## config.mk

```make
export PLATFORM = sky130hd
export DESIGN_NAME = pwmcg_top
export DESIGN_NICKNAME = d
export VERILOG_FILES = /design/src/hw/pwmcg_pkg.sv /design/src/hw/pwmcg_deglitch.sv /design/src/hw/pwmcg_top.sv
export SDC_FILE = /design/constraint.sdc
export NUM_CORES = 1
export LEC_CHECK = 0
export ABC_AREA = 1
export BUFFER_PORTS_ARGS = -buffer_cell sky130_fd_sc_hd__clkbuf_2
export CAP_MARGIN = 10
export CORE_UTILIZATION = 45
export DETAILED_ROUTE_END_ITERATION = 10
export PLACE_DENSITY_LB_ADDON = 0.2
export SYNTH_ARGS = -nofsm -noshare
export SYNTH_HDL_FRONTEND = slang
export SYNTH_SLANG_ARGS = --single-unit
```

## constraint.sdc

```tcl
create_clock -name ref_clk -period 2.2 [get_ports ref_clk]
set_input_delay 0.22 -clock ref_clk [delete_from_list [all_inputs] [get_ports ref_clk]]
set_output_delay 0.22 -clock ref_clk [all_outputs]
set_load 0.005 [all_outputs]
```

## src/hw/pwmcg_pkg.sv

```systemverilog
// Package: register map, field layout, timing constants and state types of the gated modulator
// Contract
// - Divider code 0..7 sets tick to 1,2,4,8,32,128,512,2048 clock periods.
// - Polarity bit clear gives normal duty, set gives inverted duty.
// - A period is four sub-cycles of sixty-four ticks each.
// - Six coarse duty bits set active ticks per sub-cycle when fine bits zero.
// - Fine value n adds one tick in the first n sub-cycles.
// - High nibble write loads the full duty, effective from the next period.
// - Modulator runs in HALT and freezes while STOP is asserted.
// - Pin 3 carries main output, pin 2 auxiliary, when their select bits are 11.
// - Main and auxiliary outputs share one period and one duty.
// - Comparator is off after reset and on only while its enable bit is one.
// - Gating bit makes the modulator output depend on the comparator result.
// - Scope bit clear gates main only, set gates main and auxiliary.
// - Routing codes 00, 01 and 11 pick pin and reference inputs for the nodes.
// - Swap set with reference clear forces result to zero, or one if inverted.
// - Internal reference is powered off while the reference-select bit is clear.
// - Debounce on suppresses result pulses under 400 us; off passes them through.
// - Four-bit level code sets threshold to code times supply over sixteen.
// - Comparator runs in HALT and STOP; a result change wakes the chip if enabled.
// - Comparator output pins stay usable as ordinary I/O while enabled.
// - Result reads back as bit three of the comparator control register.
// - Any result change sets the change flag; with both enables the shared request rises.
package pwmcg_pkg;

  localparam logic [5:0] PWMCG_IDX_IRQ_EN   = 6'h0A;
  localparam logic [5:0] PWMCG_IDX_STATUS   = 6'h0B;
  localparam logic [5:0] PWMCG_IDX_CMP_CTRL = 6'h0C;
  localparam logic [5:0] PWMCG_IDX_CMP_CFG  = 6'h0D;
  localparam logic [5:0] PWMCG_IDX_PIN_SEL  = 6'h14;
  localparam logic [5:0] PWMCG_IDX_REF_LVL  = 6'h17;
  localparam logic [5:0] PWMCG_IDX_MOD_CTRL = 6'h20;
  localparam logic [5:0] PWMCG_IDX_DUTY_LO  = 6'h21;
  localparam logic [5:0] PWMCG_IDX_DUTY_HI  = 6'h22;

  localparam int PWMCG_CMP_ON_BIT    = 0;
  localparam int PWMCG_CMP_GATE_BIT  = 1;
  localparam int PWMCG_CMP_SCOPE_BIT = 2;
  localparam int PWMCG_CMP_RES_BIT   = 3;
  localparam int PWMCG_CFG_REF_BIT   = 0;
  localparam int PWMCG_CFG_SWAP_BIT  = 1;
  localparam int PWMCG_CFG_INV_BIT   = 2;
  localparam int PWMCG_CFG_DEB_BIT   = 3;
  localparam int PWMCG_POL_BIT       = 3;
  localparam int PWMCG_FLAG_BIT      = 3;
  localparam int PWMCG_IEC_BIT       = 3;

  localparam logic [3:0]  PWMCG_NIBBLE_RST = 4'h0;
  localparam logic [1:0]  PWMCG_PIN_FN_PWM = 2'h3;
  localparam logic [5:0]  PWMCG_TICK_LAST  = 6'h3F;
  localparam logic [1:0]  PWMCG_SUB_LAST   = 2'h3;

  // Last prescaler count per divider code; a tick fires when the count reaches it
  localparam logic [10:0] PWMCG_DIV_LAST_0 = 11'h000;
  localparam logic [10:0] PWMCG_DIV_LAST_1 = 11'h001;
  localparam logic [10:0] PWMCG_DIV_LAST_2 = 11'h003;
  localparam logic [10:0] PWMCG_DIV_LAST_3 = 11'h007;
  localparam logic [10:0] PWMCG_DIV_LAST_4 = 11'h01F;
  localparam logic [10:0] PWMCG_DIV_LAST_5 = 11'h07F;
  localparam logic [10:0] PWMCG_DIV_LAST_6 = 11'h1FF;
  localparam logic [10:0] PWMCG_DIV_LAST_7 = 11'h7FF;

  localparam int PWMCG_CLK_PERIOD_PS = 4000;
  localparam int PWMCG_DEB_TIME_US   = 400;
  localparam int PWMCG_DEB_CYCLES    = (PWMCG_DEB_TIME_US * 1000000) / PWMCG_CLK_PERIOD_PS;
  localparam int PWMCG_DG_CNT_W      = 17;

  typedef struct packed {
    logic        read;
    logic        write;
    logic [7:0]  address;
    logic [31:0] writedata;
    logic [3:0]  byteenable;
  } pwmcg_avs_req_t;

  typedef struct packed {
    logic        waitrequest;
    logic [31:0] readdata;
  } pwmcg_avs_rsp_t;

  typedef struct packed {
    logic pos_gt_neg;
    logic ref_gt_neg;
    logic ref_gt_pos;
  } pwmcg_cmp_in_t;

  typedef struct packed {
    logic                      out;
    logic [PWMCG_DG_CNT_W-1:0] cnt;
  } pwmcg_dg_state_t;

  typedef struct packed {
    pwmcg_avs_rsp_t rsp;
    logic [2:0]     cmp_ctrl;
    logic [3:0]     cmp_cfg;
    logic [3:0]     pin_sel;
    logic [3:0]     ref_lvl;
    logic [3:0]     mod_ctrl;
    logic [3:0]     duty_lo;
    logic [3:0]     duty_hi;
    logic           duty_pend;
    logic [7:0]     duty_act;
    logic [10:0]    pre_cnt;
    logic [5:0]     tick_cnt;
    logic [1:0]     sub;
    logic           res;
    logic           flag;
    logic           iec;
    logic           pin3;
    logic           pin2;
    logic           pin3_sel;
    logic           pin2_sel;
    logic           ref_en;
    logic           irq;
    logic           wake;
  } pwmcg_state_t;

endpackage

```

## src/hw/pwmcg_deglitch.sv

```systemverilog
// Comparator result filter: a new level passes only after it has been stable LIMIT cycles
`timescale 1ns/1ps
module pwmcg_deglitch
  import pwmcg_pkg::*;
#(
  parameter logic [PWMCG_DG_CNT_W-1:0] LIMIT = PWMCG_DG_CNT_W'(PWMCG_DEB_CYCLES)
) (
  input  wire logic ref_clk,
  input  wire logic rst_n,
  input  wire logic enable,
  input  wire logic din,
  output logic      dout
);

  pwmcg_dg_state_t s_q;
  pwmcg_dg_state_t s_d;

  always_comb begin
    s_d = s_q;
    if (!enable) begin
      s_d.out = din;
      s_d.cnt = '0;
    end else if (din == s_q.out) begin
      s_d.cnt = '0;
    end else if (s_q.cnt >= LIMIT - 1'b1) begin
      s_d.out = din;
      s_d.cnt = '0;
    end else begin
      s_d.cnt = s_q.cnt + 1'b1;
    end
  end

  always_ff @(posedge ref_clk) begin
    if (!rst_n) begin
      s_q <= '0;
    end else begin
      s_q <= s_d;
    end
  end

  assign dout = s_q.out;

endmodule // pwmcg_deglitch

```

## src/hw/pwmcg_top.sv

```systemverilog
// Gated 6+2 bit modulator with comparator control and Avalon-MM register slave
`timescale 1ns/1ps
module pwmcg_top
  import pwmcg_pkg::*;
#(
  parameter int unsigned DEB_CYCLES = PWMCG_DEB_CYCLES
) (
  input  wire logic            ref_clk,
  input  wire logic            rst_n,
  input  wire pwmcg_avs_req_t  avs_req,
  output pwmcg_avs_rsp_t       avs_rsp,
  input  wire logic            stop_mode,
  input  wire pwmcg_cmp_in_t   cmp_in,
  input  wire logic            shared_pin_irq_enable,
  output logic                 pin3_out,
  output logic                 pin3_pwm_sel,
  output logic                 pin2_out,
  output logic                 pin2_pwm_sel,
  output logic                 comparator_result,
  output logic                 ref_enable,
  output logic [3:0]           ref_level,
  output logic                 shared_pin_irq_request,
  output logic                 wake_req
);

  pwmcg_state_t s_q;
  pwmcg_state_t s_d;

  logic [5:0]  idx;
  logic        acc;
  logic        wr;
  logic [3:0]  wd;
  logic [10:0] div_last;
  logic        tick_en;
  logic        period_end;
  logic [6:0]  width;
  logic        wave;
  logic        inactive;
  logic        gating;
  logic        main_w;
  logic        aux_w;
  logic        cmp_raw;
  logic        dg_out;
  logic [31:0] rd;

  assign idx = avs_req.address[7:2];
  // The request is served on the second cycle, when waitrequest has dropped
  assign acc = (avs_req.read | avs_req.write) & ~s_q.rsp.waitrequest;
  assign wr  = acc & avs_req.write & avs_req.byteenable[0];
  assign wd  = avs_req.writedata[3:0];

  always_comb begin
    case (s_q.mod_ctrl[2:0])
      3'h0:    div_last = PWMCG_DIV_LAST_0;
      3'h1:    div_last = PWMCG_DIV_LAST_1;
      3'h2:    div_last = PWMCG_DIV_LAST_2;
      3'h3:    div_last = PWMCG_DIV_LAST_3;
      3'h4:    div_last = PWMCG_DIV_LAST_4;
      3'h5:    div_last = PWMCG_DIV_LAST_5;
      3'h6:    div_last = PWMCG_DIV_LAST_6;
      default: div_last = PWMCG_DIV_LAST_7;
    endcase
  end

  // Compare with >= so a smaller divider code written mid-count takes effect at once
  assign tick_en    = ~stop_mode & (s_q.pre_cnt >= div_last);
  assign period_end = tick_en & (s_q.tick_cnt == PWMCG_TICK_LAST) & (s_q.sub == PWMCG_SUB_LAST);

  // Fine bits lengthen the first n sub-cycles by one tick
  assign width = {1'b0, s_q.duty_act[7:2]} + {6'h00, (s_q.sub < s_q.duty_act[1:0])};
  assign wave  = ({1'b0, s_q.tick_cnt} < width) ^ s_q.mod_ctrl[PWMCG_POL_BIT];
  assign inactive = s_q.mod_ctrl[PWMCG_POL_BIT];

  assign gating = s_q.cmp_ctrl[PWMCG_CMP_ON_BIT] & s_q.cmp_ctrl[PWMCG_CMP_GATE_BIT];
  assign main_w = (gating & ~s_q.res) ? inactive : wave;
  assign aux_w  = (gating & s_q.cmp_ctrl[PWMCG_CMP_SCOPE_BIT]) ? (s_q.res ? inactive : wave) : wave;

  always_comb begin
    case ({s_q.cmp_cfg[PWMCG_CFG_SWAP_BIT], s_q.cmp_cfg[PWMCG_CFG_REF_BIT]})
      2'h0:    cmp_raw = cmp_in.pos_gt_neg;
      2'h1:    cmp_raw = cmp_in.ref_gt_neg;
      2'h3:    cmp_raw = cmp_in.ref_gt_pos;
      default: cmp_raw = 1'b0;
    endcase
  end

  // Disabled comparator reads zero whatever the invert bit says
  pwmcg_deglitch #(
    .LIMIT (PWMCG_DG_CNT_W'(DEB_CYCLES))
  ) u_deglitch (
    .ref_clk (ref_clk),
    .rst_n   (rst_n),
    .enable  (s_q.cmp_cfg[PWMCG_CFG_DEB_BIT]),
    .din     (s_q.cmp_ctrl[PWMCG_CMP_ON_BIT] & (cmp_raw ^ s_q.cmp_cfg[PWMCG_CFG_INV_BIT])),
    .dout    (dg_out)
  );

  always_comb begin
    rd = '0;
    if (idx == PWMCG_IDX_IRQ_EN) begin
      rd[PWMCG_IEC_BIT] = s_q.iec;
    end else if (idx == PWMCG_IDX_STATUS) begin
      rd[PWMCG_FLAG_BIT] = s_q.flag;
    end else if (idx == PWMCG_IDX_CMP_CTRL) begin
      rd[3:0] = {s_q.res, s_q.cmp_ctrl};
    end else if (idx == PWMCG_IDX_CMP_CFG) begin
      rd[3:0] = s_q.cmp_cfg;
    end else if (idx == PWMCG_IDX_PIN_SEL) begin
      rd[3:0] = s_q.pin_sel;
    end else if (idx == PWMCG_IDX_REF_LVL) begin
      rd[3:0] = s_q.ref_lvl;
    end else if (idx == PWMCG_IDX_MOD_CTRL) begin
      rd[3:0] = s_q.mod_ctrl;
    end else if (idx == PWMCG_IDX_DUTY_LO) begin
      rd[3:0] = s_q.duty_lo;
    end else if (idx == PWMCG_IDX_DUTY_HI) begin
      rd[3:0] = s_q.duty_hi;
    end
  end

  always_comb begin
    s_d = s_q;
    // Bus: one wait cycle, then one cycle with waitrequest low
    if ((avs_req.read | avs_req.write) & s_q.rsp.waitrequest) begin
      s_d.rsp.waitrequest = 1'b0;
      s_d.rsp.readdata    = avs_req.read ? rd : '0;
    end else begin
      s_d.rsp.waitrequest = 1'b1;
    end

    if (wr) begin
      if (idx == PWMCG_IDX_IRQ_EN) begin
        s_d.iec = wd[PWMCG_IEC_BIT];
      end else if (idx == PWMCG_IDX_CMP_CTRL) begin
        s_d.cmp_ctrl = wd[2:0];
      end else if (idx == PWMCG_IDX_CMP_CFG) begin
        s_d.cmp_cfg = wd;
      end else if (idx == PWMCG_IDX_PIN_SEL) begin
        s_d.pin_sel = wd;
      end else if (idx == PWMCG_IDX_REF_LVL) begin
        s_d.ref_lvl = wd;
      end else if (idx == PWMCG_IDX_MOD_CTRL) begin
        s_d.mod_ctrl = wd;
      end else if (idx == PWMCG_IDX_DUTY_LO) begin
        s_d.duty_lo = wd;
      end else if (idx == PWMCG_IDX_DUTY_HI) begin
        s_d.duty_hi   = wd;
        s_d.duty_pend = 1'b1;
      end
    end

    // Staged duty lands only on a period boundary so no period is torn
    if (period_end & s_q.duty_pend & ~(wr & (idx == PWMCG_IDX_DUTY_HI))) begin
      s_d.duty_act  = {s_q.duty_hi, s_q.duty_lo};
      s_d.duty_pend = 1'b0;
    end

    if (tick_en) begin
      s_d.pre_cnt  = '0;
      s_d.tick_cnt = s_q.tick_cnt + 1'b1;
      if (s_q.tick_cnt == PWMCG_TICK_LAST) begin
        s_d.sub = s_q.sub + 1'b1;
      end
    end else if (~stop_mode) begin
      s_d.pre_cnt = s_q.pre_cnt + 1'b1;
    end

    // Result keeps tracking during STOP; it has no stop input
    s_d.res = dg_out;
    // Set wins over a write-one clear in the same cycle
    if (wr & (idx == PWMCG_IDX_STATUS) & wd[PWMCG_FLAG_BIT]) begin
      s_d.flag = 1'b0;
    end
    if (dg_out != s_q.res) begin
      s_d.flag = 1'b1;
    end

    s_d.pin3_sel = (s_q.pin_sel[3:2] == PWMCG_PIN_FN_PWM);
    s_d.pin2_sel = (s_q.pin_sel[1:0] == PWMCG_PIN_FN_PWM);
    s_d.pin3     = s_d.pin3_sel & main_w;
    s_d.pin2     = s_d.pin2_sel & aux_w;
    s_d.ref_en   = s_q.cmp_ctrl[PWMCG_CMP_ON_BIT] & s_q.cmp_cfg[PWMCG_CFG_REF_BIT];
    s_d.wake     = s_q.flag & s_q.iec;
    s_d.irq      = s_q.flag & s_q.iec & shared_pin_irq_enable;
  end

  always_ff @(posedge ref_clk) begin
    if (!rst_n) begin
      s_q                 <= '0;
      s_q.rsp.waitrequest <= 1'b1;
      s_q.cmp_ctrl        <= 3'h0;
      s_q.mod_ctrl        <= PWMCG_NIBBLE_RST;
    end else begin
      s_q <= s_d;
    end
  end

  assign avs_rsp                = s_q.rsp;
  assign pin3_out               = s_q.pin3;
  assign pin3_pwm_sel           = s_q.pin3_sel;
  assign pin2_out               = s_q.pin2;
  assign pin2_pwm_sel           = s_q.pin2_sel;
  // Filtered result for the port logic; the pins themselves stay under port control
  assign comparator_result      = s_q.res;
  assign ref_enable             = s_q.ref_en;
  assign ref_level              = s_q.ref_lvl;
  assign shared_pin_irq_request = s_q.irq;
  assign wake_req               = s_q.wake;

  AST_TICK_FULL_RATE: assert property (@(posedge ref_clk) disable iff (!rst_n)
    (s_q.mod_ctrl[2:0] == 3'h0) && !stop_mode |-> tick_en)
    else $error("tick missing at divide-by-one");

  AST_TICK_DIV8: assert property (@(posedge ref_clk) disable iff (!rst_n)
    ((s_q.mod_ctrl[2:0] == 3'h3) && tick_en) ##1 ((s_q.mod_ctrl[2:0] == 3'h3) && !stop_mode) [*7] |-> !tick_en)
    else $error("divide-by-eight tick too early");

  AST_SUB_WRAP: assert property (@(posedge ref_clk) disable iff (!rst_n)
    tick_en && (s_q.tick_cnt == PWMCG_TICK_LAST) |=> (s_q.tick_cnt == 6'h00) && (s_q.sub == $past(s_q.sub) + 2'h1))
    else $error("sub-cycle did not advance after 64 ticks");

  AST_FINE_WIDTH: assert property (@(posedge ref_clk) disable iff (!rst_n)
    (s_q.duty_act[1:0] == 2'h0) |-> (width == {1'b0, s_q.duty_act[7:2]}))
    else $error("width differs from coarse duty");

  AST_FINE_EXTRA: assert property (@(posedge ref_clk) disable iff (!rst_n)
    (s_q.sub < s_q.duty_act[1:0]) |-> (width == {1'b0, s_q.duty_act[7:2]} + 7'h01))
    else $error("fine tick missing in early sub-cycle");

  AST_DUTY_AT_PERIOD: assert property (@(posedge ref_clk) disable iff (!rst_n)
    (s_q.duty_act != $past(s_q.duty_act)) |-> $past(period_end) && $past(s_q.duty_pend))
    else $error("duty changed away from a period boundary");

  AST_STOP_FREEZE: assert property (@(posedge ref_clk) disable iff (!rst_n)
    stop_mode |=> $stable(s_q.tick_cnt) && $stable(s_q.pre_cnt))
    else $error("modulator moved during stop");

  AST_PIN3_OFF: assert property (@(posedge ref_clk) disable iff (!rst_n)
    (s_q.pin_sel[3:2] != PWMCG_PIN_FN_PWM) |=> !pin3_out && !pin3_pwm_sel)
    else $error("pin 3 driven while not selected");

  AST_PIN3_WAVE: assert property (@(posedge ref_clk) disable iff (!rst_n)
    !gating && (s_q.pin_sel[3:2] == PWMCG_PIN_FN_PWM) |=> pin3_out == $past(wave))
    else $error("pin 3 does not follow the waveform");

  AST_GATE_MAIN: assert property (@(posedge ref_clk) disable iff (!rst_n)
    gating && !s_q.res && pin3_pwm_sel |=> pin3_out == $past(inactive))
    else $error("main output not held inactive under low result");

  AST_CMP_OFF: assert property (@(posedge ref_clk) disable iff (!rst_n)
    (!s_q.cmp_ctrl[PWMCG_CMP_ON_BIT] && !s_q.cmp_cfg[PWMCG_CFG_DEB_BIT]) [*3] |-> !comparator_result)
    else $error("result high while comparator off");

  AST_FORCED: assert property (@(posedge ref_clk) disable iff (!rst_n)
    s_q.cmp_cfg[PWMCG_CFG_SWAP_BIT] && !s_q.cmp_cfg[PWMCG_CFG_REF_BIT] |-> !cmp_raw)
    else $error("swap without reference did not force result");

  AST_REF_OFF: assert property (@(posedge ref_clk) disable iff (!rst_n)
    !s_q.cmp_cfg[PWMCG_CFG_REF_BIT] |=> !ref_enable)
    else $error("reference powered while not selected");

  AST_RESULT_READ: assert property (@(posedge ref_clk) disable iff (!rst_n)
    avs_req.read && s_q.rsp.waitrequest && (idx == PWMCG_IDX_CMP_CTRL)
      |=> avs_rsp.readdata[PWMCG_CMP_RES_BIT] == $past(s_q.res))
    else $error("result bit not returned on read");

  AST_CHANGE_FLAG: assert property (@(posedge ref_clk) disable iff (!rst_n)
    (s_q.res != $past(s_q.res)) |-> s_q.flag ##2 (!s_q.iec || !shared_pin_irq_enable || shared_pin_irq_request))
    else $error("result change did not set flag");

  COV_PERIOD: cover property (@(posedge ref_clk) disable iff (!rst_n) period_end);
  COV_GATED_AUX: cover property (@(posedge ref_clk) disable iff (!rst_n)
    gating && s_q.cmp_ctrl[PWMCG_CMP_SCOPE_BIT] && pin2_out);
  COV_DUTY_LOAD: cover property (@(posedge ref_clk) disable iff (!rst_n) period_end && s_q.duty_pend);
  COV_IRQ: cover property (@(posedge ref_clk) disable iff (!rst_n) shared_pin_irq_request);

endmodule // pwmcg_top

```

Yosys cells after proc, flatten, opt, wreduce, memory -nomap -nowiden
Cells that the tools add are included.
{"block": "op_classes", "bitwise_logic": 37, "n_reduce_logical": 16, "mux": 25, "order_cmp": 4, "n_eq_ne": 25, "addsub": 5}
{"op": "$pmux W11 S7", "n": 1}
{"op": "$mux W17", "n": 2}
{"op": "$mux W4", "n": 8}
{"op": "$eq A6 B4 Y1 const B", "n": 4}
{"op": "$eq A6 B6 Y1 const B", "n": 4}
{"op": "$and A1 B1 Y1", "n": 21}
{"op": "$mux W18", "n": 1}
{"op": "$add A17 B1 Y17 const B", "n": 1}
{"op": "$ge A17 B17 Y1 const B", "n": 1}
{"op": "$not A1 Y1", "n": 13}
{"op": "$eq A6 B5 Y1 const B", "n": 2}
{"op": "$add A11 B1 Y11 const B", "n": 1}
{"op": "$ge A11 B11 Y1", "n": 1}
{"op": "$mux W1", "n": 10}
{"op": "$eq A3 B3 Y1 const B", "n": 3}
{"op": "$reduce_and A9 Y1", "n": 1}
{"op": "$eq A2 B2 Y1 const B", "n": 4}
{"op": "$reduce_and A8 Y1", "n": 1}
{"op": "$add A6 B1 Y7", "n": 1}
{"op": "$lt A6 B7 Y1", "n": 1}
{"op": "$reduce_and A7 Y1", "n": 1}
{"op": "$add A6 B1 Y6 const B", "n": 1}
{"op": "$eq A3 B2 Y1 const B", "n": 2}
{"op": "$mux W3", "n": 2}
{"op": "other kinds (21)", "n": 25}
{"block": "totals", "elab_cells": 138, "output_inout_bits": 45, "in_bits": 53, "ff_bits": 116}

Depth between registers and ports, before layout
Gate-level depths: netlist of the first run.
{"block": "depth", "word_depth": 11, "mapped_depth": 19, "depth_no_buf": 19}

Cells and area by module
A second synthesis of the first run with hierarchy kept.
{"block": "unflattened", "cells_unflattened": 681, "hier_area_um2": 4921.0}
{"module": "pwmcg_top", "seq_area_each_um2": 1401.3, "area_each_um2": 3915.0, "cells_per_inst": 547, "instances": 1}
{"module": "pwmcg_deglitch", "seq_area_each_um2": 360.3, "area_each_um2": 1006.0, "cells_per_inst": 134, "instances": 1}

Least setup slack after synthesis of the first run
No wires, ideal clock.
{"block": "synth_timing", "kind": "reg2reg", "from": "register s_q[11] (netlist bit)", "to": "register s_q, in the netlist pin2_out", "setup_ns": 0.115, "slack_ns": -0.092, "synth_period_minus_slack_ns": 2.292, "n_path_buf": 0, "stages_incl_launch_ff": 19, "arrival_ns": 2.177, "cell_sequence": "dfxtp_1 -> ha_1 -> a21oi_1 -> ha_1 -> ha_1 -> nand3_1 -> nand2_1 -> nand2_1 -> ha_1 -> nand2_1 -> inv_1 -> o21ai_0 -> nand2_1 -> inv_1 -> nand2_1 -> nand2_1 -> nand2_1 -> o21ai_0 -> inv_1"}
{"block": "synth_between", "elab_chain_cells": 7}
{"item": "start: declaration", "line": "pwmcg_top.sv:26", "source": "pwmcg_state_t s_q;"}
{"item": "$lt A2 B2 Y1 (*)", "line": "pwmcg_top.sv:70", "source": "assign width = {1'b0, s_q.duty_act[7:2]} + {6'h00, (s_q.sub < s_q.duty_act[1:0])};"}
{"item": "$add A6 B1 Y7 (*)", "line": "pwmcg_top.sv:70"}
{"item": "$lt A6 B7 Y1 (*)", "line": "pwmcg_top.sv:71", "source": "assign wave = ({1'b0, s_q.tick_cnt} < width) ^ s_q.mod_ctrl[PWMCG_POL_BIT];"}
{"item": "$xor A1 B1 Y1 (*)", "line": "pwmcg_top.sv:71"}
{"item": "$mux W1", "line": "pwmcg_top.sv:76", "source": "assign aux_w = (gating & s_q.cmp_ctrl[PWMCG_CMP_SCOPE_BIT]) ? (s_q.res ? inactive : wave) : wave;"}
{"item": "$mux W1 (*)", "line": "pwmcg_top.sv:76"}
{"item": "$and A1 B1 Y1 (*)", "line": "pwmcg_top.sv:181", "source": "s_d.pin2 = s_d.pin2_sel & aux_w;"}
Mark *: on every way between the ends. The rest lies on a longest branch, timed or not.
A chain may end at the register's enable or synchronous reset.

Worst setup path in the final report of the first run
{"block": "layout_timing", "from": "register s_q[30] (netlist bit)", "to": "register s_q, in the netlist pin3_out"}
{"block": "layout_between", "elab_chain_cells": 6}
{"item": "$lt A2 B2 Y1", "line": "pwmcg_top.sv:70"}
{"item": "$add A6 B1 Y7", "line": "pwmcg_top.sv:70"}
{"item": "$lt A6 B7 Y1", "line": "pwmcg_top.sv:71"}
{"item": "$xor A1 B1 Y1", "line": "pwmcg_top.sv:71"}
{"item": "$mux W1", "line": "pwmcg_top.sv:75", "source": "assign main_w = (gating & ~s_q.res) ? inactive : wave;"}
{"item": "$and A1 B1 Y1", "line": "pwmcg_top.sv:180", "source": "s_d.pin3 = s_d.pin3_sel & main_w;"}
No other way between the ends.

==> summary.md, run 1 <==
| Metric | Value |
|---|---|
| Yosys warns | `0` |
| Clock share of power | `between 30% and 40%` |
| Placed inst area | `a little over 5000 um2` |
| LEAKAGE | `2.28 nW` |
| Final Hold Vio Count | `0` |
| Post-Syn Area | `~5000 um2` |
| Worst skew pair latency | `380 ps` |
| Vias/cell | `just under 5` |
| Fin crit period | `between 2000 and 2500 ps` |
| Relative slew slack | `between 50% and 60%` |
| Antenna viol nets, final | `0` |
| Max Cap Viol | `0` |
| Avg WL per Cell | `~12 um` |
| Die ar. | `about 11000 um2` |
| Pin count of the biggest net entering global routing | `21` |
| Cell-internal power | `2.19 mW` |
| CTS HTree Levels | `3` |
| Post-route setup slack | `-106 ps` |
| Post-DP HPWL | `7.85 mm` |
| Num rows | `37` |
| Yosys reg bits | `88` |
| Drt pass-1 iters | `4` |
| Reg power frac | `between 50 and 60%` |
| Top FF cell, synth | `dfxtp_1` |
| Period utilisation layout | `105%` |
| First-pass GRT wire length | `between 15 and 20 mm` |
| Layout Nets | `792` |
| Worst min-delay path class | `in -> reg` |
| Die height | `between 100 and 150 um` |
| Cells after Synth | `a little under 700` |
| # fillers | `about 1000` |
| Share of cells above drive strength 1 | `about 18%` |
| Failing checks | `negative setup slack` |
| Actual slew at the worst max-slew pin | `between 600 and 700 ps` |
| P_sw | `~0.77 mW` |
| Hold path cells | `2` |
| Critical path class | `reg -> reg` |
| Outcome | `finished, violations left` |
| Final setup viols | `2` |
| Port Buf Inserts | `36` |
| CTS Buf Count | `9` |
| Via Count | `4209` |
| Max clock buf depth | `2` |
| Core ar. | `roughly 11000 um2` |
| Final setup skew | `approximately 13 ps` |
| Synthesized area per cell | `7.38 um2` |
| Critical Path RT | `between 2000 and 2500 ps` |
| Routability cong. | `a little over 0.9` |
| Critical Path Start Type | `register` |
| CTS sink count | `~90` |
| P&R area growth vs syn | `11.2%` |
| GRT Total Usage | `18.9%` |
| Netlist cell types | `43` |
| Root Buffer | `clkbuf_8` |
| Ys async rst share | `0%` |
| Design area | `between 5000 and 6000 um2` |
| Combinational Power Share | `under 10%` |
| Number of synthesized flops with an enable pin | `0` |
| # IOs | `98` |
| Unrepaired setup endpoints after global routing | `true` |
| Crit end category | `register` |
| Initial Utilization | `a little under half` |
| Vias in the first global route | `3728` |
| TritonCTS clock tree | `done` |
| Most common cell after layout, fill and taps aside | `nand2_1` |
| Worst r2r path cells | `15` |
| Final WL | `10.5 mm` |
| Sequential area share after synthesis | `a little over a third` |
| Commonest non-fill, non-tap cells in the layout | `nand2_1 (108), dfxtp_1 (84), nor2_1 (76)` |
| DP Worst Slack | `-206 ps` |
| Clock slew at reported path FFs | `around 100 ps` |
| DRT iter0 DRCs | `185` |
| PD cells | `approximately 540 nW/um2` |
| DRC | `0` |
| CP arrival | `roughly 2600 ps` |
| Antenna violations before repair | `0` |
| Crit-path max FO | `3` |
| Die width | `~110 um` |
| Setup TNS | `-202 ps` |
| Fmax | `approximately 430 MHz` |
| Switching share of power | `26.0%` |
| Global route total overflow | `0` |
| Antenna diode count | `0` |
| Peak supply drop | `approximately 0.00043 V` |
| Pins Over Slew Limit | `0` |
==> cell families (layout without fill, tap and decap cells) <==
| group | after synthesis | in the layout | synth area share [%] |
|---|---|---|---|
| adder cells (fa/ha/maj) | 23 | 23 | 5.79 |
| flip-flops | 88 | 88 | 35.5 |
| buffers and inverters | 135 | 155 | 13.7 |
| AND/OR/NAND/NOR | 283 | 284 | 27.6 |
| other | 1 | 28 | 0.0755 |
| AO/OA/AOI/OAI | 115 | 115 | 12.3 |
| XOR/XNOR | 28 | 28 | 5.09 |
==> Yosys cell counts (2+ instances only) <==
cell      count  area, um2
nand2_1     110        413
dfxtp_1      88       1760
nor2_1       76        285
inv_1        75        282
a21oi_1      49        245
buf_4        37        278
nand3_1      37        185
o21ai_0      33        165
ha_1         23        288
xor2_1       21        184
o21ai_1      19       95.1
nand4_1      15       93.8
inv_2        13       48.8
nor2_4       12        135
clkbuf_1      6       22.5
nor3_1        6       30.0
xnor2_1       6       52.6
nand2_2       5       31.3
nor2_2        5       31.3
nand3_2       3       30.0
o21a_1        3       22.5
o22ai_1       3       18.8
a211oi_1      2       15.0
a221oi_1      2       17.5
buf_6         2       22.5
nand3b_1      2       15.0
nor3b_1       2       15.0
nor3b_2       2       25.0
or2_2         2       12.5
==> routing by layer <==
layer	vias to the layer above	GRT usage, %	routed length [um]
met5	-	0	0
met4	0	6.16	129
met3	11	5.41	507
met2	87	31.2	4960
met1	1899	23.6	4900
li1	2212	-	-
==> worst max-delay path: stages (launching register included) <==
cell and delay (ps):
dfxtp_2 330, inv_2 40, ha_4 270, a21oi_4 60, ha_4 170, ha_4 160
xnor2_1 130, ha_1 310, a21oi_1 170, nand2_1 80, nand4_1 120, nand2_1 70
nand2_1 50, nand2_1 60, o21bai_1 120, inv_1 50
==> through the flow <==
stage | util (%) | hold slack [ps] | cells | total power [mW]
floorplan | - | 355 | 700 | 1.79
global placement | 49.4 | 455 | 836 | 1.81
detailed placement | 49.4 | 461 | 836 | 1.82
CTS | 51.7 | 56.4 | 854 | 2.99
global route | 52.5 | 56.2 | 857 | 3.07
finish | 52.5 | 79.2 | 857 | 2.96
==> registers in the layout, summed over array words and instances (netlist names) <==
name / flops
avs_rsp: 5
comparator_result: 1
inactive: 1
pin2_out: 1
pin2_pwm_sel: 1
pin3_out: 1
pin3_pwm_sel: 1
ref_enable: 1
ref_level: 4
s_q: 52
shared_pin_irq_request: 1
u_deglitch.dout: 1
u_deglitch.s_q: 17
wake_req: 1
==> power by group through the flow <==
stage	clock (mW)	sequential [mW]	combinational, mW
after floorplan	0	1.64	0.146
after global placement	0	1.64	0.167
after detailed placement	0	1.64	0.172
after CTS	1.21	1.61	0.173
after global routing	1.26	1.61	0.199
final	1.18	1.61	0.177
==> worst paths after layout <==
check | slack, ps | from | endpoint
setup / recovery | -110 | s_q[30]$_SDFFE_PN0P_ | pin3_out$_SDFF_PN0_
hold / removal | 80 | shared_pin_irq_enable | shared_pin_irq_request$_SDFF_PN0_
setup reg to reg | -110 | s_q[30]$_SDFFE_PN0P_ | pin3_out$_SDFF_PN0_
hold reg to reg | 470 | avs_rsp[1]$_SDFFE_PN0P_ | avs_rsp[1]$_SDFFE_PN0P_
==> layout make-up <==
type,instances,area [um2],area share (%)
Timing Repair Buffer,51,305,5.53
Clock inverter,7,77.6,1.41
Multi-Input combinational cell,478,2740,49.7
Inverter,88,333,6.03
Sequential cell,88,1770,32.0
Tap cell,136,170,3.08
Clock buffer,9,124,2.24
==> what timing repair did <==
action                     4_1_cts  5_1_grt
resized for setup                6       12
setup endpoints to repair        2       24
hold buffers                     0        0
pin swaps                        4        2
cloned                           0        1
buffers inserted                 2        2
(Power assumes the default switching activity.)
==> run 2, diff against run 1 <==
--- a/config.mk
+++ b/config.mk
@@ -9,6 +9,7 @@
 export BUFFER_PORTS_ARGS = -buffer_cell sky130_fd_sc_hd__clkbuf_2
 export CAP_MARGIN = 10
 export CORE_UTILIZATION = 45
+export CTS_BUF_LIST = sky130_fd_sc_hd__clkbuf_4
 export DETAILED_ROUTE_END_ITERATION = 10
 export PLACE_DENSITY_LB_ADDON = 0.2
 export SYNTH_ARGS = -nofsm -noshare
==> run 2 against run 1 <==
Against the previous run: the run still ends with negative setup slack left; non-clock buffer count rose by 1; register-to-register slack worse by 20 ps; clock skew up 8.0 ps; worst setup slack lost 15 ps; largest cell class unchanged; cell area barely moved; highest routed layer unchanged; first-iteration DRC count grew 4.9%.
==> summary.md, run 2 (synthesis results as in run 1) <==
| Metric | Value |
|---|---|
| P&R area growth vs syn | `11.1% (about the same)` |
| Critical path class | `reg -> reg` |
| Global route total overflow | `0 (unchanged)` |
| Relative slew slack | `62.8% (+5.0 points)` |
| Critical Path Start Type | `register` |
| Power Total | `2.76 mW (-6.6%)` |
| Worst min-delay path class | `in -> reg` |
| Vias/cell | `4.95 (+0.76%)` |
| Outcome | `finished, violations left` |
| Antenna violations before repair | `0 (unchanged)` |
| Vias in the first global route | `3744 (+0.43%)` |
| Final Hold Vio Count | `0 (unchanged)` |
| Hold path start | `avs_req[45]` |
| Post-route setup slack | `-121 ps (-15.1 ps)` |
| DRT iter0 DRCs | `194 (+4.9%)` |
| CTS Buf Count | `9 (unchanged)` |
| Critical Path RT | `2580 ps (+110 ps)` |
| P_sw | `0.749 mW (-2.4%)` |
| TritonCTS clock tree | `done` |
| Routability cong. | `0.928 (unchanged)` |
| Pins Over Slew Limit | `0 (unchanged)` |
| CP max stage cell | `dfxtp_2` |
| Antenna diode count | `0 (unchanged)` |
| Unrepaired setup endpoints after global routing | `true` |
| CTS HTree Levels | `3 (unchanged)` |
| Most common cell after layout, fill and taps aside | `nand2_1` |
| CTS sink count | `88 (unchanged)` |
| Crit-path max FO | `3 (unchanged)` |
| Max clock buf depth | `2 (unchanged)` |
| Period utilisation layout | `105% (+0.69 points)` |
| Hold path cells | `5 (+3)` |
| Core ar. | `10500 um2 (unchanged)` |
| Avg WL per Cell | `12.3 um (+0.47%)` |
| Crit end category | `register` |
| Die ar. | `11500 um2 (unchanged)` |
| Pin count of the biggest net entering global routing | `21 (unchanged)` |
| LEAKAGE | `2.29 nW (+0.69%)` |
| Critical R2R Capture | `pin3_out$_SDFF_PN0_` |
| Drt pass-1 iters | `5 (+1)` |
| DP Worst Slack | `-206 ps (unchanged)` |
| Peak supply drop | `0.000473 V (+9.8%)` |
| Fin crit period | `2320 ps (+15.1 ps)` |
| Largest register FFs | `52 (unchanged)` |
| Crit-path most repeated cell | `nand2_1` |
| GRT Total Usage | `19.1% (+0.14 points)` |
| Worst Hold End | `avs_rsp[3]$_SDFFE_PN0P_` |
| DRC | `0 (unchanged)` |
| Reg power frac | `58.1% (+3.8 points)` |
| Post-DP HPWL | `7.85 mm (unchanged)` |
| R2R Setup Slk | `-120 ps (-20 ps)` |
| Placed inst area | `5190 um2 (unchanged)` |
| Clock slew at reported path FFs | `160 ps (+60 ps)` |
| Die height | `107 um (unchanged)` |
| Root Buffer | `clkbuf_4` |
| Clock share of power | `35.3% (-4.4 points)` |
| Final setup viols | `2 (unchanged)` |
| CP arrival | `2700 ps (+120 ps)` |
| Initial Utilization | `47.3% (unchanged)` |
| Worst skew pair latency | `470 ps (+90 ps)` |
| # IOs | `98 (unchanged)` |
| Worst r2r path cells | `15 (unchanged)` |
| Design area | `5520 um2 (about the same)` |
| Worst path max stage delay | `350 ps (+20 ps)` |
| Cell-internal power | `2.01 mW (-8.1%)` |
| Switching share of power | `27.1% (+1.2 points)` |
| Die width | `107 um (unchanged)` |
| Crit-path leading delay family | `adder cells` |
| Antenna viol nets, final | `0 (unchanged)` |
| Final setup skew | `21.1 ps (+8.01 ps)` |
| Port Buf Inserts | `36 (unchanged)` |
| Failing checks | `negative setup slack` |
| PD cells | `501 nW/um2 (-6.5%)` |
| First-pass GRT wire length | `17.0 mm (+0.20%)` |
| Via Count | `4246 (+0.88%)` |
| Reg with most FFs | `s_q` |
| Final WL | `10.6 mm (+0.59%)` |
| Combinational Power Share | `6.6% (+0.6 points)` |
| Crit path from | `s_q[30]$_SDFFE_PN0P_` |
| Worst-path cell chain | `inv_2 -> ha_4 -> a21oi_4 -> ha_4 -> ha_4 -> xnor2_1 -> ha_1 -> a21oi_1 -> nand2_1 -> nand4_1 -> nand2_1 -> nand2_1 -> nand2_1 -> o21bai_1 -> inv_1` |
| Num rows | `37 (unchanged)` |
| Max Cap Viol | `0 (unchanged)` |
| Layout Nets | `793 (+0.13%)` |
| Actual slew at the worst max-slew pin | `553 ps (-77.9 ps)` |
| Fmax | `431 MHz (-0.65%)` |
| RR Startpoint | `s_q[30]$_SDFFE_PN0P_` |
| WP buf/inv | `2 (unchanged)` |
| Commonest non-fill, non-tap cells in the layout | `nand2_1 (108), dfxtp_1 (83), nor2_1 (76)` |
| Share of cells above drive strength 1 | `18.7% (+0.81 points)` |
## run 2: stage by stage
step	hold slack (ps)	utilization, %	setup TNS (ps)	instances
after global placement	455	49.4	-258	836
final	55.9	52.5	-232	858
after global routing	53.7	52.5	-593	858
after CTS	10.7	51.4	-293	856
after floorplan	355	-	-75.4	700
after detailed placement	461	49.4	-382	836
## run 2: final cells by class
| type | instances | area [um2] |
|---|---|---|
| clock inverter | 7 | 77.6 |
| multi-input combinational | 478 | 2770 |
| sequential | 88 | 1780 |
| fill | 1003 | 4990 |
| clock buffer | 9 | 67.6 |
| timing repair buffer | 52 | 322 |
| inverter | 88 | 333 |
| tap | 136 | 170 |
## run 2: how the worst max path moves through the flow
stage	to	slack [ps]	depth (start not counted)
5_1_grt	pin2_out$_SDFF_PN0_	-270	17
3_3_place_gp	pin2_out$_SDFF_PN0_	-140	19
4_1_cts	pin3_out$_SDFF_PN0_	-150	18
2_1_floorplan	pin2_out$_SDFF_PN0_	-50	18
3_5_place_dp	pin2_out$_SDFF_PN0_	-210	19
6_report	pin3_out$_SDFF_PN0_	-120	15
## run 2: power groups by stage
| stage | Sequential, mW | Combinational [mW] | Clock, mW |
|---|---|---|---|
| finish | 1.61 | 0.182 | 0.977 |
| detailed placement | 1.64 | 0.172 | 0 |
| global route | 1.61 | 0.205 | 1.06 |
| floorplan | 1.64 | 0.146 | 0 |
| global placement | 1.64 | 0.167 | 0 |
| CTS | 1.61 | 0.176 | 1.01 |
## run 2: routing by layer
layer / global-route usage, % / share of wire, % / vias to the layer above
met1: 23.6 / 48 / 1902
met4: 8.02 / 1.9 / 0
met2: 30.7 / 46 / 111
li1: - / - / 2214
met3: 5.53 / 4.9 / 19
met5: 0 / 0 / -
## run 2: repair_timing
| item | in CTS | in global routing |
|---|---|---|
| hold endpoints to repair | 2 | 0 |
| pin swaps | 4 | 3 |
| setup endpoints to repair | 3 | 19 |
| buffers inserted | 2 | 1 |
| cloned | 0 | 1 |
| resized for setup | 7 | 25 |
| hold buffers | 2 | 0 |
## run 2: worst reg2reg max path, cell delays in order, from the launching register on
cell	delay, ps
dfxtp_2	350
inv_2	40
ha_4	270
a21oi_4	60
ha_4	170
ha_4	160
xnor2_1	130
ha_1	310
a21oi_1	180
nand2_1	80
nand4_1	120
nand2_1	70
nand2_1	50
nand2_1	60
o21bai_1	120
inv_1	50
